[config.mk]
export PLATFORM = sky130hd
export DESIGN_NAME = safety_cycle_commissioning_ctrl
export DESIGN_NICKNAME = d
export VERILOG_FILES = /design/src/inc/safety_cyc_pkg.sv /design/src/inc/tick_if.sv /design/src/design/min_select.sv /design/src/design/cycle_ticker.sv /design/src/design/safety_cycle_commissioning_ctrl.sv
export SDC_FILE = /design/constraint.sdc
export NUM_CORES = 1
export LEC_CHECK = 0
export ABC_AREA = 1
export BUFFER_PORTS_ARGS = -buffer_cell sky130_fd_sc_hd__buf_2
export CAP_MARGIN = 20
export CORE_ASPECT_RATIO = 1.75
export CORE_UTILIZATION = 58
export CTS_CLUSTER_DIAMETER = 200
export CTS_CLUSTER_SIZE = 30
export DETAILED_ROUTE_END_ITERATION = 10
export PLACE_DENSITY = 0.84
export SLEW_MARGIN = 0
export SYNTH_ARGS = -nofsm -noshare
export SYNTH_HDL_FRONTEND = slang
export SYNTH_SLANG_ARGS = --single-unit
[constraint.sdc]
create_clock -name clock -period 3.9 [get_ports clock]
set_clock_uncertainty 0.1 [all_clocks]
set_input_delay 0.39 -clock clock [delete_from_list [all_inputs] [get_ports clock]]
set_output_delay 0.39 -clock clock [all_outputs]
set_load 0.005 [all_outputs]
[src/inc/safety_cyc_pkg.sv]
// Constants shared by the safety cycle and commissioning control block
package safety_cyc_pkg;
  localparam int unsigned CLK_HZ = 32'h017d_7840;
  localparam int unsigned HZ_PER_MHZ = 32'h000f_4240;
  localparam int unsigned CYC_PER_US = CLK_HZ / HZ_PER_MHZ;
  localparam int unsigned CYC_W = 16;
  localparam int unsigned N_ENTRIES = 6;
  localparam logic [15:0] MON_MIN_US = 16'h01f4;
  localparam logic [15:0] MON_MAX_US = 16'h61a8;
  localparam logic [15:0] DEF_UPDATE_US = 16'h03e8;
  localparam logic [15:0] COMPACT_US = 16'h07d0;
  localparam logic [15:0] MON_RESET_US = MON_MIN_US;
  localparam int unsigned ENC_RATIO_SHIFT = 2;
  localparam logic [7:0] SEL_COMM = 8'h5f;
  localparam logic [7:0] SEL_OFF = 8'h00;
  localparam logic [15:0] FV_NO_PARAMS = 16'h0082;
  localparam logic [15:0] FV_FIRST_CHG = 16'h07d3;
  localparam logic [15:0] FV_NONE = 16'h0000;
  localparam logic [15:0] PW_DEFAULT = 16'h0000;
  localparam int unsigned STO_BIT = 0;
endpackage

[src/inc/tick_if.sv]
// Interface between the cycle tick generator and its controller
`timescale 1ns/10ps
interface tick_if #(parameter int unsigned W = 16);
  logic [W-1:0] period_us;
  logic run;
  logic tick;
  modport ctrl (output period_us, output run, input tick);
  modport gen (input period_us, input run, output tick);
endinterface

[src/design/min_select.sv]
// Smallest of a group of sampling-time entries
`timescale 1ns/10ps
module min_select #(
  parameter int unsigned N = 6,
  parameter int unsigned W = 16
) (
  // Entries, packed low entry first
  input wire logic [N*W-1:0] entries,
  // Result
  output logic [W-1:0] min_out
);
  if (N < 1 || W < 1) begin : g_bad
    $error("min_select needs at least one entry");
  end

  function automatic logic [W-1:0] min2(input logic [W-1:0] a, input logic [W-1:0] b);
    min2 = (a < b) ? a : b;
  endfunction

  always_comb begin
    min_out = entries[W-1:0];
    for (int i = 1; i < N; i++) begin
      min_out = min2(min_out, entries[i*W +: W]);
    end
  end
endmodule

[src/design/cycle_ticker.sv]
// Tick pulse once per programmed period in microseconds
`timescale 1ns/10ps
module cycle_ticker #(
  parameter int unsigned PRE = 25,
  parameter int unsigned W = 16
) (
  // Clock and reset
  input wire logic clock,
  input wire logic arst_n,
  // Period and tick
  tick_if.gen t
);
  if (PRE < 1 || PRE > 256 || W < 2) begin : g_bad
    $error("cycle_ticker needs PRE from 1 to 256 and W >= 2");
  end

  logic [7:0] pre_q;
  logic [W-1:0] us_q;
  wire pre_end = (pre_q == 8'(PRE - 1));
  wire us_end = (us_q >= t.period_us - W'(1));

  always_ff @(posedge clock or negedge arst_n) begin
    if (!arst_n) begin
      pre_q <= '0;
      us_q <= '0;
      t.tick <= 1'b0;
    end else if (!t.run) begin
      pre_q <= '0;
      us_q <= '0;
      t.tick <= 1'b0;
    end else begin
      pre_q <= pre_end ? 8'h00 : pre_q + 8'h01;
      t.tick <= pre_end && us_end;
      if (pre_end) begin
        us_q <= us_end ? '0 : us_q + W'(1);
      end
    end
  end
endmodule

[src/design/safety_cycle_commissioning_ctrl.sv]
// Cycle checks, telegram scan timing and safety commissioning control
`timescale 1ns/10ps
module safety_cycle_commissioning_ctrl #(
  parameter int unsigned N = safety_cyc_pkg::N_ENTRIES,
  parameter int unsigned W = safety_cyc_pkg::CYC_W
) (
  // Clock and reset
  input wire logic clock,
  input wire logic arst_n,
  // Cycle settings in microseconds, with the extended_mode select
  input wire logic extended_mode,
  input wire logic [W-1:0] extended_monitor_cycle,
  input wire logic [W-1:0] basic_monitor_cycle_view,
  input wire logic [W-1:0] actual_value_cycle_setting,
  input wire logic [W-1:0] controller_sample_times,
  input wire logic [N*W-1:0] module_comm_clock_entries,
  input wire logic [W-1:0] iso_bus_cycle,
  // Configuration straps
  input wire logic telegram_ctrl,
  input wire logic isochronous,
  input wire logic encoder_fitted,
  input wire logic encoderless,
  input wire logic compact_variant,
  // Commissioning inputs
  input wire logic [7:0] commissioning_selector,
  input wire logic params_exist,
  input wire logic param_change,
  input wire logic param_needs_power_on,
  input wire logic fault_ack,
  input wire logic password_write,
  input wire logic [15:0] safety_password_entry,
  input wire logic sto_select,
  // Function enables
  input wire logic [7:0] monitor_enable_field,
  input wire logic brake_ctrl_enable,
  input wire logic brake_configured,
  input wire logic [15:0] stop_one_delay,
  // Cycle results
  output logic [W-1:0] active_monitor_cycle,
  output logic [W-1:0] module_sample_time_view,
  output logic [W-1:0] actual_cycle_eff,
  output logic monitor_range_err,
  output logic cfg_error,
  output logic monitor_tick,
  output logic scan_tick,
  // Commissioning results
  output logic comm_mode,
  output logic commissioning_active_alarm,
  output logic acceptance_required_fault_cu,
  output logic acceptance_required_fault_mm,
  output logic [15:0] fault_value,
  output logic power_cycle_needed,
  output logic pulse_suppress,
  output logic brake_hold,
  output logic [15:0] safety_password,
  // Function states
  output logic safe_torque_off_en,
  output logic safe_brake_control_en,
  output logic safe_stop_one_en,
  output logic safe_stop_one_active
);
  if (N < 1 || W < 16) begin : g_bad
    $error("Need at least one entry and 16-bit cycles");
  end

  // ----------------------------------------------------------------
  // Helpers
  // ----------------------------------------------------------------
  function automatic logic is_multiple(input logic [W-1:0] a, input logic [W-1:0] b);
    is_multiple = (b != '0) && ((a % b) == '0);
  endfunction

  function automatic logic in_range(input logic [W-1:0] v);
    in_range = (v >= W'(safety_cyc_pkg::MON_MIN_US)) && (v <= W'(safety_cyc_pkg::MON_MAX_US));
  endfunction

  // ----------------------------------------------------------------
  // Cycle selection and checks
  // ----------------------------------------------------------------
  logic [W-1:0] mon_q, view_q, eff_q;
  logic range_err_q, cfg_err_q;
  logic [W-1:0] min_w;

  min_select #(.N(N), .W(W)) u_min (
    .entries(module_comm_clock_entries),
    .min_out(min_w)
  );

  wire [W-1:0] mon_raw = extended_mode ? extended_monitor_cycle : basic_monitor_cycle_view;
  wire mon_ok = in_range(mon_raw);
  wire [W-1:0] zero_eff = compact_variant ? W'(safety_cyc_pkg::COMPACT_US) :
                          isochronous ? iso_bus_cycle : W'(safety_cyc_pkg::DEF_UPDATE_US);
  wire set_zero = (actual_value_cycle_setting == '0);
  wire [W-1:0] eff_w = set_zero ? zero_eff : actual_value_cycle_setting;
  wire [W+1:0] ctrl_x4 = (W+2)'(controller_sample_times) << safety_cyc_pkg::ENC_RATIO_SHIFT;
  wire err_mult = telegram_ctrl && !is_multiple(mon_raw, eff_w);
  wire err_enc = encoder_fitted && !encoderless && ({2'b00, eff_w} < ctrl_x4);
  wire err_sensorless = encoderless && (eff_w != controller_sample_times);
  wire err_compact = compact_variant && !set_zero &&
                     (actual_value_cycle_setting != W'(safety_cyc_pkg::COMPACT_US));
  wire err_module = (min_w != mon_raw);
  wire cfg_err_w = !mon_ok || err_mult || err_enc || err_sensorless || err_compact ||
                   err_module;

  always_ff @(posedge clock or negedge arst_n) begin
    if (!arst_n) begin
      mon_q <= W'(safety_cyc_pkg::MON_RESET_US);
      view_q <= '0;
      eff_q <= '0;
      range_err_q <= 1'b0;
      cfg_err_q <= 1'b0;
    end else begin
      if (mon_ok) begin
        mon_q <= mon_raw;
      end
      range_err_q <= !mon_ok;
      view_q <= min_w;
      eff_q <= eff_w;
      cfg_err_q <= cfg_err_w;
    end
  end

  // ----------------------------------------------------------------
  // Monitoring and telegram scan ticks
  // ----------------------------------------------------------------
  tick_if #(.W(W)) mon_t ();
  logic half_q, mtick_q, stick_q;

  assign mon_t.period_us = mon_q;
  assign mon_t.run = 1'b1;

  cycle_ticker #(.PRE(safety_cyc_pkg::CYC_PER_US), .W(W)) u_tick (
    .clock(clock),
    .arst_n(arst_n),
    .t(mon_t.gen)
  );

  always_ff @(posedge clock or negedge arst_n) begin
    if (!arst_n) begin
      half_q <= 1'b0;
      mtick_q <= 1'b0;
      stick_q <= 1'b0;
    end else begin
      mtick_q <= mon_t.tick;
      stick_q <= mon_t.tick && half_q;
      if (mon_t.tick) begin
        half_q <= !half_q;
      end
    end
  end

  // ----------------------------------------------------------------
  // Commissioning mode
  // ----------------------------------------------------------------
  logic comm_q, alarm_q, fcu_q, fmm_q, first_q, pwr_q, supp_q, brake_q;
  logic [15:0] fv_q, pw_q;
  wire sel_comm = (commissioning_selector == safety_cyc_pkg::SEL_COMM);
  wire sel_off = (commissioning_selector == safety_cyc_pkg::SEL_OFF);
  wire enter = sel_comm && !comm_q;
  wire leave = comm_q && sel_off;
  wire set_no_par = enter && !params_exist;
  wire set_first = comm_q && !leave && param_change && !first_q;
  wire set_fault = set_no_par || set_first;

  always_ff @(posedge clock or negedge arst_n) begin
    if (!arst_n) begin
      comm_q <= 1'b0;
      alarm_q <= 1'b0;
      first_q <= 1'b0;
    end else begin
      if (enter) begin
        comm_q <= 1'b1;
        alarm_q <= 1'b1;
        first_q <= 1'b0;
      end else if (leave) begin
        comm_q <= 1'b0;
        alarm_q <= 1'b0;
      end
      if (set_first) begin
        first_q <= 1'b1;
      end
    end
  end

  // Set wins over acknowledge
  always_ff @(posedge clock or negedge arst_n) begin
    if (!arst_n) begin
      fcu_q <= 1'b0;
      fmm_q <= 1'b0;
      fv_q <= safety_cyc_pkg::FV_NONE;
    end else if (set_fault) begin
      fcu_q <= 1'b1;
      fmm_q <= 1'b1;
      fv_q <= set_no_par ? safety_cyc_pkg::FV_NO_PARAMS : safety_cyc_pkg::FV_FIRST_CHG;
    end else if (fault_ack) begin
      fcu_q <= 1'b0;
      fmm_q <= 1'b0;
      fv_q <= safety_cyc_pkg::FV_NONE;
    end
  end

  // ----------------------------------------------------------------
  // Password and function enables
  // ----------------------------------------------------------------
  logic sto_en_q, sbc_en_q, ss1_en_q, ss1_act_q;
  logic pend_pwr_q;
  wire sto_w = monitor_enable_field[safety_cyc_pkg::STO_BIT];
  wire ss1_w = (stop_one_delay != 16'h0000);
  wire sbc_w = brake_ctrl_enable && (sto_w || ss1_w);
  wire any_en_w = (monitor_enable_field != 8'h00);
  wire apply = leave || !comm_q;

  always_ff @(posedge clock or negedge arst_n) begin
    if (!arst_n) begin
      pw_q <= safety_cyc_pkg::PW_DEFAULT;
      sto_en_q <= 1'b0;
      sbc_en_q <= 1'b0;
      ss1_en_q <= 1'b0;
      ss1_act_q <= 1'b0;
    end else begin
      if (password_write && comm_q) begin
        pw_q <= safety_password_entry;
      end
      if (apply) begin
        sto_en_q <= sto_w;
        sbc_en_q <= sbc_w;
        ss1_en_q <= ss1_w;
        ss1_act_q <= ss1_w && any_en_w;
      end
    end
  end

  // Power-cycle flag: pending changes reported when the mode ends
  always_ff @(posedge clock or negedge arst_n) begin
    if (!arst_n) begin
      pend_pwr_q <= 1'b0;
      pwr_q <= 1'b0;
    end else begin
      if (leave) begin
        pend_pwr_q <= 1'b0;
        pwr_q <= pwr_q || pend_pwr_q || (param_change && param_needs_power_on);
      end else if (comm_q && param_change && param_needs_power_on) begin
        pend_pwr_q <= 1'b1;
      end
    end
  end

  // Pulses held for the whole mode, brake too when brake_configured, selection ignored
  wire supp_w = comm_q || enter || (sto_en_q && sto_select);
  always_ff @(posedge clock or negedge arst_n) begin
    if (!arst_n) begin
      supp_q <= 1'b1;
      brake_q <= 1'b0;
    end else begin
      supp_q <= supp_w && !leave || (leave && sto_en_q && sto_select);
      brake_q <= brake_configured && supp_w && !leave;
    end
  end

  // ----------------------------------------------------------------
  // Outputs
  // ----------------------------------------------------------------
  assign active_monitor_cycle = mon_q;
  assign module_sample_time_view = view_q;
  assign actual_cycle_eff = eff_q;
  assign monitor_range_err = range_err_q;
  assign cfg_error = cfg_err_q;
  assign monitor_tick = mtick_q;
  assign scan_tick = stick_q;
  assign comm_mode = comm_q;
  assign commissioning_active_alarm = alarm_q;
  assign acceptance_required_fault_cu = fcu_q;
  assign acceptance_required_fault_mm = fmm_q;
  assign fault_value = fv_q;
  assign power_cycle_needed = pwr_q;
  assign pulse_suppress = supp_q;
  assign brake_hold = brake_q;
  assign safety_password = pw_q;
  assign safe_torque_off_en = sto_en_q;
  assign safe_brake_control_en = sbc_en_q;
  assign safe_stop_one_en = ss1_en_q;
  assign safe_stop_one_active = ss1_act_q;

  // ----------------------------------------------------------------
  // Assertions
  // ----------------------------------------------------------------
  a_mon_reject: assert property (@(posedge clock) disable iff (!arst_n)
    !in_range(mon_raw) |=> $stable(mon_q) && range_err_q)
    else $error("Out-of-range monitoring cycle was taken");

  a_min_view: assert property (@(posedge clock) disable iff (!arst_n)
    ##1 (view_q <= $past(module_comm_clock_entries[W-1:0])) &&
    (view_q <= $past(module_comm_clock_entries[N*W-1 -: W])))
    else $error("Module sample time is not the least entry");

  a_default_1ms: assert property (@(posedge clock) disable iff (!arst_n)
    set_zero && !isochronous && !compact_variant |=> eff_q == W'(safety_cyc_pkg::DEF_UPDATE_US))
    else $error("Zero setting did not give 1 ms");

  a_compact_2ms: assert property (@(posedge clock) disable iff (!arst_n)
    set_zero && compact_variant |=> eff_q == W'(safety_cyc_pkg::COMPACT_US))
    else $error("Compact variant zero setting did not give 2 ms");

  a_enc_ratio: assert property (@(posedge clock) disable iff (!arst_n)
    encoder_fitted && !encoderless && ({2'b00, eff_w} < ctrl_x4) |=> cfg_err_q)
    else $error("Short actual cycle not flagged");

  a_scan_twice: assert property (@(posedge clock) disable iff (!arst_n)
    stick_q |-> mtick_q && !half_q)
    else $error("Scan tick not on every second monitor tick");

  a_comm_enter: assert property (@(posedge clock) disable iff (!arst_n)
    enter |=> comm_q && alarm_q && supp_q)
    else $error("Commissioning entry incomplete");

  a_no_params: assert property (@(posedge clock) disable iff (!arst_n)
    set_no_par |=> fcu_q && fmm_q && fv_q == safety_cyc_pkg::FV_NO_PARAMS)
    else $error("Missing-parameter fault not raised");

  a_first_chg: assert property (@(posedge clock) disable iff (!arst_n)
    set_first && !set_no_par |=> fcu_q && fv_q == safety_cyc_pkg::FV_FIRST_CHG)
    else $error("First-change fault not raised");

  a_pulse_hold: assert property (@(posedge clock) disable iff (!arst_n)
    comm_q && !leave |=> supp_q)
    else $error("Pulses enabled during commissioning");

  a_brake_pair: assert property (@(posedge clock) disable iff (!arst_n)
    sbc_en_q |-> sto_en_q || ss1_en_q)
    else $error("Brake control enabled alone");

  a_ss1_gate: assert property (@(posedge clock) disable iff (!arst_n)
    ss1_act_q |-> ss1_en_q && ($stable(ss1_act_q) || $past(any_en_w)))
    else $error("Stop one active without enables");

  a_mult_check: assert property (@(posedge clock) disable iff (!arst_n)
    telegram_ctrl && !is_multiple(mon_raw, eff_w) |=> cfg_err_q)
    else $error("Monitor cycle not a multiple of actual cycle went unflagged");

  a_pw_locked: assert property (@(posedge clock) disable iff (!arst_n)
    password_write && !comm_q |=> $stable(pw_q))
    else $error("Password changed outside commissioning");

  a_sto_follow: assert property (@(posedge clock) disable iff (!arst_n)
    !comm_q |=> sto_en_q == $past(monitor_enable_field[safety_cyc_pkg::STO_BIT]))
    else $error("Torque-off enable does not follow its enable bit");
endmodule

==> qor.csv, run 1 <==
stage,metric,value,unit
die,row cnt,80,
run_status,status,did not finish,
yosys,top-area cell type share of the netlist area,18.2,%
yosys,most common cell in the netlist,nand2_1,
global_route,first-pass GRT wire length,211,mm
yosys,post-synthesis cell count,2488,
yosys,Seq cells post-synth,106,
yosys,Syn Area/Cell,6.42,µm²
clocking,CTS buffer count,9,
run_status,stop err,[ERROR GRT-0116] Global routing finished with congestion. Check the congestion regions in the DRC Viewer.,
yosys,sequential area share after synthesis,16.7,%
clocking,maximum clock path buffer count,2,
yosys,Netlist cell types,64,
placement,Final Wtd Congestion,1.01,
clocking,H-tree levels,3,
global_route,Total GRT Usage,94.7,%
die,I/O pins,335,
clocking,clock sink total,106,
yosys,ys flop type,dfrtp_1,
yosys,Ys Warns,0,
yosys,Post-synth EDFFs,0,
die,chip width,127,µm
run_status,Fail Step,5_1_grt,
yosys,leading area contributor after synthesis,ha_1,
yosys,Post-synth top cells,"nand2_1 (681), inv_1 (388), ha_1 (232)",
clocking,CTS Hold Buffers Added,0,
global_route,largest net degree at the start of global routing,69,
placement,DP Worst Slack,-22.03,ns
die,DIE HEIGHT,222,µm
placement,post-DP HPWL,54.1,mm
clocking,root buffer cell,clkbuf_16,
global_route,GRT overflow,1905,
global_route,number of global-route vias before repair,33300,
placement,"Cell Area, Placed",23000,µm²
yosys,Synth area leaders,"ha_1 (18%), nand2_1 (16%), dfrtp_1 (16%), inv_1 (9.1%), nand3_1 (6.2%)",
yosys,Post-Syn Area,16000,µm²
yosys,async set or reset register ratio after synthesis,100,%
die,Initial Util,58.9,%
placement,Port Buf Inserts,326,
-- metal layers --
layer / track usage (%) / overflow
met1: 84.6 / 21
met2: 124 / 1437
met3: 70.8 / 20
met4: 109 / 423
met5: 30.8 / 4
-- cell families after synthesis --
kind of cell             synth area share (%)
multiplexers                             1.20
AO/OA/AOI/OAI                            13.9
buffers and inverters                    11.7
other                                  0.0235
flip-flops                               16.7
XOR/XNOR                                 5.98
adder cells (fa/ha/maj)                  18.3
AND/OR/NAND/NOR                          32.3
-- per-stage QoR --
| stage | instances | util (%) |
|---|---|---|
| after detailed placement | 3755 | 84.9 |
| after global placement | 3755 | 84.9 |
| after floorplan | 2495 | - |
| after CTS | 3886 | 95.3 |
-- timing repair --
| item | CTS |
|---|---|
| pin swaps | 149 |
| cloned | 14 |
| gates resized for setup | 377 |
| setup buffers | 104 |
| setup endpoints to repair | 30 |
==> run 2, diff against run 1 <==
Settings changed: CORE_ASPECT_RATIO 1.75 to default, CORE_UTILIZATION 58 to 40, CTS_CLUSTER_DIAMETER 200 to default, CTS_CLUSTER_SIZE 30 to default, PLACE_DENSITY 0.84 to default, PLACE_DENSITY_LB_ADDON from default to 0.15.
==> run 2 against run 1 <==
Net effect:
- the flow now finishes, with violations (negative setup slack)
- synthesized cell count is the same
- area after synthesis is the same
==> qor.csv, run 2 <==
stage,metric,value,unit
timing,Final period util,634,%
yosys,sequential area share after synthesis,16.7,%
layout,Syn-to-layout area delta,75.7,%
yosys,Syn Area/Cell,6.42,µm²
yosys,leading area contributor after synthesis,ha_1,
detailed_routing,drt via density,5.04,
yosys,simple-gate area share of the yosys netlist,32.3,%
power_and_ir_drop,Power Density,398,nW/µm²
clocking,CTS buffer count,9,
timing,headroom to the max-slew limit,42.0,%
run_status,status,finished with violations,
die,DIE HEIGHT,202,µm
layout,filler instances,2956,
die,core area,39000,µm²
placement,Port Buf Inserts,326,
clocking,maximum clock path buffer count,2,
placement,"Cell Area, Placed",23600,µm²
clocking,CTS Hold Buffers Added,0,
run,MaxCap Viol Count,0,
yosys,most common cell in the netlist,nand2_1,
worst_setup_path,crit path DAT,24.89,ns
worst_setup_path,Crit path required time,4.06,ns
layout,"most common cell after layout, fill and taps aside",buf_4,
worst_setup_path,startpoint types,input pin,
detailed_routing,"antenna viol nets, final",0,
detailed_routing,DRC,0,
clocking,H-tree levels,3,
timing,Worst-Margin Slew,0.870,ns
timing,Fin Hold WS,0.0231,ns
clocking,clock sink total,106,
power_and_ir_drop,Pleak,15.2,nW
clocking,root buffer cell,clkbuf_16,
yosys,compound-gate portion of the synthesized area,13.9,%
power_and_ir_drop,Power Total,11.2,mW
worst_setup_path,crit path max-delay cell type,nor4_2,
worst_hold_path,Hold Crit Class,input pin to asynchronous set/reset pin,
die,chip width,202,µm
layout,nets@finish,4125,
power_and_ir_drop,Peak supply drop,298,µV
timing,Final Max Tran Viols,0,
yosys,post-synthesis mux area share,1.20,%
yosys,Ys Warns,0,
worst_setup_path,Worst setup EP type,flop,
detailed_routing,Via Count,21100,
global_route,first-pass GRT wire length,98.8,mm
yosys,xor-xnor portion of the synthesized cell area,5.98,%
yosys,post-synthesis cell count,2488,
power_and_ir_drop,Sw Ratio,43.2,%
yosys,largest family of logic cells by synthesized area,simple AND/OR/NAND/NOR gates,
die,Initial Util,40.9,%
placement,Final Wtd Congestion,0.972,
detailed_routing,DR iter-0 viols,1116,
timing,Final min period,24.73,ns
layout,most frequent cells in the layout,"buf_4 (809), nand2_1 (532), inv_1 (333)",
worst_setup_path,"Max FO, Critical Path",7,
global_route,Total GRT Usage,29.9,%
placement,post-DP HPWL,49.4,mm
die,Total Die Area,40700,µm²
clocking,worst skew pair latency,0.37,ns
detailed_routing,First-pass DRT Iterations,8,
clocking,"Reg clk slew, reported paths",0.08,ns
global_route,largest net degree at the start of global routing,69,
die,I/O pins,335,
detailed_routing,Avg WL per Cell,15.8,µm
run_status,failing checks,negative setup slack,
power_and_ir_drop,switching power total,4.82,mW
power_and_ir_drop,Int Power,6.34,mW
yosys,Netlist cell types,64,
yosys,Synth area leaders,"ha_1 (18%), nand2_1 (16%), dfrtp_1 (16%), inv_1 (9.1%), nand3_1 (6.2%)",
layout,fin cells,4179,
yosys,ys flop type,dfrtp_1,
timing,fmax,40.4,MHz
yosys,async set or reset register ratio after synthesis,100,%
yosys,Post-synth EDFFs,0,
placement,dpl cells,3965,
timing,worst setup margin,-20.83,ns
yosys,top-area cell type share of the netlist area,18.2,%
yosys,area share of fa/ha/maj cells after synthesis,18.3,%
global_route,antenna violations before repair,6,
worst_setup_path,slowest cell delay on critical path,0.33,ns
timing,RSZ-0062 raised after global routing,yes,
global_route,number of global-route vias before repair,20400,
die,row cnt,72,
yosys,Post-synth top cells,"nand2_1 (681), inv_1 (388), ha_1 (232)",
power_and_ir_drop,clock network power share,8.2,%
worst_setup_path,critical path class,input pin to flop,
layout,fraction of layout cells with a size suffix above 1,49.8,%
global_route,GRT overflow,0,
timing,final setup vio count,17,
yosys,Seq cells post-synth,106,
detailed_routing,DRT Wirelength,66.2,mm
layout,design area,28100,µm²
power_and_ir_drop,combinational fraction of design power,78.6,%
yosys,Post-Syn Area,16000,µm²
power_and_ir_drop,sequential share of power,13.2,%
clocking,TritonCTS clock tree,built,
worst_setup_path,"most used cell, CP",nand2_2,
timing,Final Hold Vio Count,0,
run 2: power groups by stage:
stage / Sequential, mW / Combinational [mW] / Clock (mW)
CTS: 1.47 / 7.54 / 0.925
finish: 1.47 / 8.78 / 0.912
detailed placement: 1.49 / 6.25 / 0
global placement: 1.48 / 6.11 / 0
global route: 1.49 / 9.51 / 0.958
floorplan: 1.48 / 3.40 / 0
run 2: cell type report:
type                            count  area [µm²]  share of cell area [%]
Clock inverter                      5        47.5                   0.169
Multi-Input combinational cell   1924       14200                    50.6
Clock buffer                       11         243                   0.865
Inverter                          409        1620                    5.77
Antenna cell                        4        10.0                  0.0357
Tap cell                          518         648                    2.31
Sequential cell                   106        2660                    9.48
Timing Repair Buffer             1198        8610                    30.7
Timing Repair inverter              4        27.5                  0.0981
run 2: path summary, 6_finish.rpt:
check,startpoint,to,slack [ns],depth (start not counted)
setup reg to reg,active_monitor_cycle[1],u_tick.us_q[9],0.28,20
min in group clock,safety_password_entry[2],safety_password[2],0.15,2
hold / removal,arst_n,safety_password[4],0.02,1
hold reg to reg,u_tick.t.tick,monitor_tick,0.32,0
max in group asynchronous,arst_n,pulse_suppress,2.74,2
setup / recovery,actual_value_cycle_setting[4],cfg_error,-20.83,203
run 2: cell families after synthesis:
family	after synthesis
AND/OR/NAND/NOR	1174
buffers and inverters	465
AO/OA/AOI/OAI	383
adder cells (fa/ha/maj)	233
XOR/XNOR	109
flip-flops	106
multiplexers	17
other	1
run 2: routing by layer:
layer	global-route usage, %	vias to the layer above	part of all wire (%)
met5	0	-	0.032
met4	10.8	4	4.3
met3	3.21	181	5.1
met2	54.8	633	50
met1	35.8	9760	41
li1	-	10500	-
run 2: through the flow:
stage	setup WS (ns)	setup TNS [ns]	utilization, %
2_1_floorplan	-20.53	-65.36	-
3_3_place_gp	-20.86	-81.76	60.5
3_5_place_dp	-21.68	-86.00	60.5
4_1_cts	-20.15	-69.96	66.8
5_1_grt	-22.53	-83.96	71.9
6_report	-20.83	-77.21	71.9
run 2: repair_timing:
action,4_1_cts,5_1_grt
setup buffers,117,72
resized for setup,303,347
cloned,11,2
pin swaps,146,282
endpoints found under the hold margin,0,0
endpoints found under the setup margin,17,26
run 2: critical path: cells and delay by family:
kind | cells | cell delay, ns
buffers and inverters | 33 | 3.26
AND/OR/NAND/NOR | 99 | 9.04
AO/OA/AOI/OAI | 56 | 8.17
adder cells (fa/ha/maj) | 15 | 3.89
No activity file was read; power rests on OpenSTA's default activity.
==> run 3, diff against run 2 <==
Settings changed: SKIP_LAST_GASP from default to 1.
==> run 3 against run 2 <==
Net effect:
- the run still ends with negative setup slack left
- worst setup slack got worse by 0.011 ns
- core utilization about the same
- hold slack got worse by 0.0071 ns
- total power decreased by 0.46%
- combinational power decreased by 0.6%
- non-clock buffer count increased by 2
- first-iteration DRC count decreased by 17%
- via count increased by 0.36%
- clock-buffer cell count unchanged
==> qor.csv, run 3 (synthesized netlist as in run 2, its figures left out) <==
stage,metric,value,unit
run_status,status,finished with violations,
run_status,failing checks,negative setup slack,
layout,filler instances,2955,
worst_setup_path,"most used cell, CP",nand2_2,
clocking,worst skew pair latency,0.37,ns
worst_hold_path,Hold Crit Class,input pin to asynchronous set/reset pin,
detailed_routing,"antenna viol nets, final",0,
power_and_ir_drop,Power Total,11.1,mW
power_and_ir_drop,sequential share of power,13.3,%
layout,nets@finish,4127,
placement,dpl cells,3965,
placement,Port Buf Inserts,326,
timing,fmax,40.4,MHz
detailed_routing,First-pass DRT Iterations,6,
power_and_ir_drop,Int Power,6.30,mW
clocking,clock sink total,106,
layout,fin cells,4181,
worst_setup_path,crit path max-delay cell type,nor4_2,
worst_setup_path,critical path class,input pin to flop,
timing,Final period util,635,%
global_route,GRT overflow,0,
timing,Final min period,24.75,ns
die,row cnt,72,
clocking,TritonCTS clock tree,built,
clocking,"Reg clk slew, reported paths",0.08,ns
timing,worst setup margin,-20.85,ns
worst_setup_path,Worst setup EP type,flop,
detailed_routing,metal2 WL,33.2,mm
clocking,CTS buffer count,9,
power_and_ir_drop,Peak supply drop,301,µV
timing,RSZ-0062 raised after global routing,yes,
worst_setup_path,crit path DAT,24.90,ns
worst_setup_path,"Max FO, Critical Path",7,
power_and_ir_drop,switching power total,4.81,mW
layout,Syn-to-layout area delta,75.7,%
detailed_routing,DR iter-0 viols,930,
die,I/O pins,335,
detailed_routing,Via Count,21100,
worst_setup_path,startpoint types,input pin,
layout,most frequent cells in the layout,"buf_4 (817), nand2_1 (535), inv_1 (335)",
clocking,root buffer cell,clkbuf_16,
timing,headroom to the max-slew limit,42.9,%
detailed_routing,Metal-1 WL,27.3,mm
global_route,Total GRT Usage,29.8,%
clocking,maximum clock path buffer count,2,
clocking,CTS Hold Buffers Added,0,
die,Initial Util,40.9,%
die,core area,39000,µm²
detailed_routing,max layer used,met5,
global_route,largest net degree at the start of global routing,69,
layout,"most common cell after layout, fill and taps aside",buf_4,
worst_setup_path,Crit path required time,4.05,ns
detailed_routing,DRT Wirelength,66.3,mm
die,DIE HEIGHT,202,µm
placement,post-DP HPWL,49.4,mm
global_route,number of global-route vias before repair,20300,
worst_setup_path,slowest cell delay on critical path,0.33,ns
detailed_routing,Avg WL per Cell,15.9,µm
power_and_ir_drop,Power Density,396,nW/µm²
placement,Final Wtd Congestion,0.972,
power_and_ir_drop,clock network power share,8.2,%
power_and_ir_drop,Pleak,15.2,nW
timing,Fin Hold WS,0.0160,ns
detailed_routing,WL met3,3.13,mm
die,chip width,202,µm
clocking,H-tree levels,3,
layout,final core utilization,72.0,%
detailed_routing,DRC,0,
timing,final setup vio count,17,
timing,Final Hold Vio Count,0,
timing,Final Max Tran Viols,0,
detailed_routing,drt via density,5.05,
run,MaxCap Viol Count,0,
layout,fraction of layout cells with a size suffix above 1,49.7,%
global_route,antenna violations before repair,6,
placement,DP Worst Slack,-21.68,ns
power_and_ir_drop,combinational fraction of design power,78.6,%
timing,Worst-Margin Slew,0.857,ns
global_route,first-pass GRT wire length,98.4,mm
die,Total Die Area,40700,µm²
power_and_ir_drop,Sw Ratio,43.3,%
[run 3: layout make-up]
class	count	area [µm²]	area share (%)
Tap cell	518	648	2.31
Multi-Input combinational cell	1924	14200	50.6
Sequential cell	106	2660	9.48
Timing Repair Buffer	1200	8610	30.7
Inverter	409	1620	5.76
Clock buffer	11	243	0.865
Clock inverter	5	47.5	0.169
Antenna cell	4	10.0	0.0357
Timing Repair inverter	4	27.5	0.0981
[run 3: final timing paths]
check                                              start                  to  slack, ns  cells past startpoint
max                        actual_value_cycle_setting[4]           cfg_error     -20.85                    204
min                                               arst_n  safety_password[4]       0.02                      1
max reg2reg                      active_monitor_cycle[1]      u_tick.us_q[9]       0.30                     20
min reg2reg                                u_tick.t.tick        monitor_tick       0.32                      0
max in group asynchronous                         arst_n      pulse_suppress       2.75                      2
min in group clock              safety_password_entry[2]  safety_password[2]       0.14                      2
[run 3: per-layer routing]
metal  vias to the layer above  track usage (%)
met4                         4             10.3
met3                       180             3.14
li1                      10500                -
met1                      9812             35.8
met2                       651             54.6
met5                         -                0
[run 3: stage by stage]
step | area (µm²) | setup TNS (ns)
after floorplan | 16600 | -65.36
after global placement | 23600 | -81.76
after detailed placement | 23600 | -86.00
after CTS | 26000 | -70.25
after global routing | 28100 | -83.38
final | 28100 | -76.69
[run 3: critical path, delay by kind of cell]
family	cells	cell delay, ns
AOI/OAI and AO/OA	56	8.08
adders and majority gates	15	3.85
buffers and inverters	35	3.39
and+or+nand+nor	98	9.07
[run 3: power by group through the flow]
stage                     clock network, mW  logic [mW]  registers, mW
after floorplan                           0        3.40           1.48
after global placement                    0        6.11           1.48
after detailed placement                  0        6.25           1.49
after CTS                             0.925        7.45           1.47
after global routing                  0.958        9.46           1.49
final                                 0.908        8.73           1.47
[run 3: repair_timing]
item,in CTS,in global routing
pin swaps,145,281
setup buffers,117,76
setup endpoints to repair,17,26
gates resized for setup,283,357
gates cloned,11,2
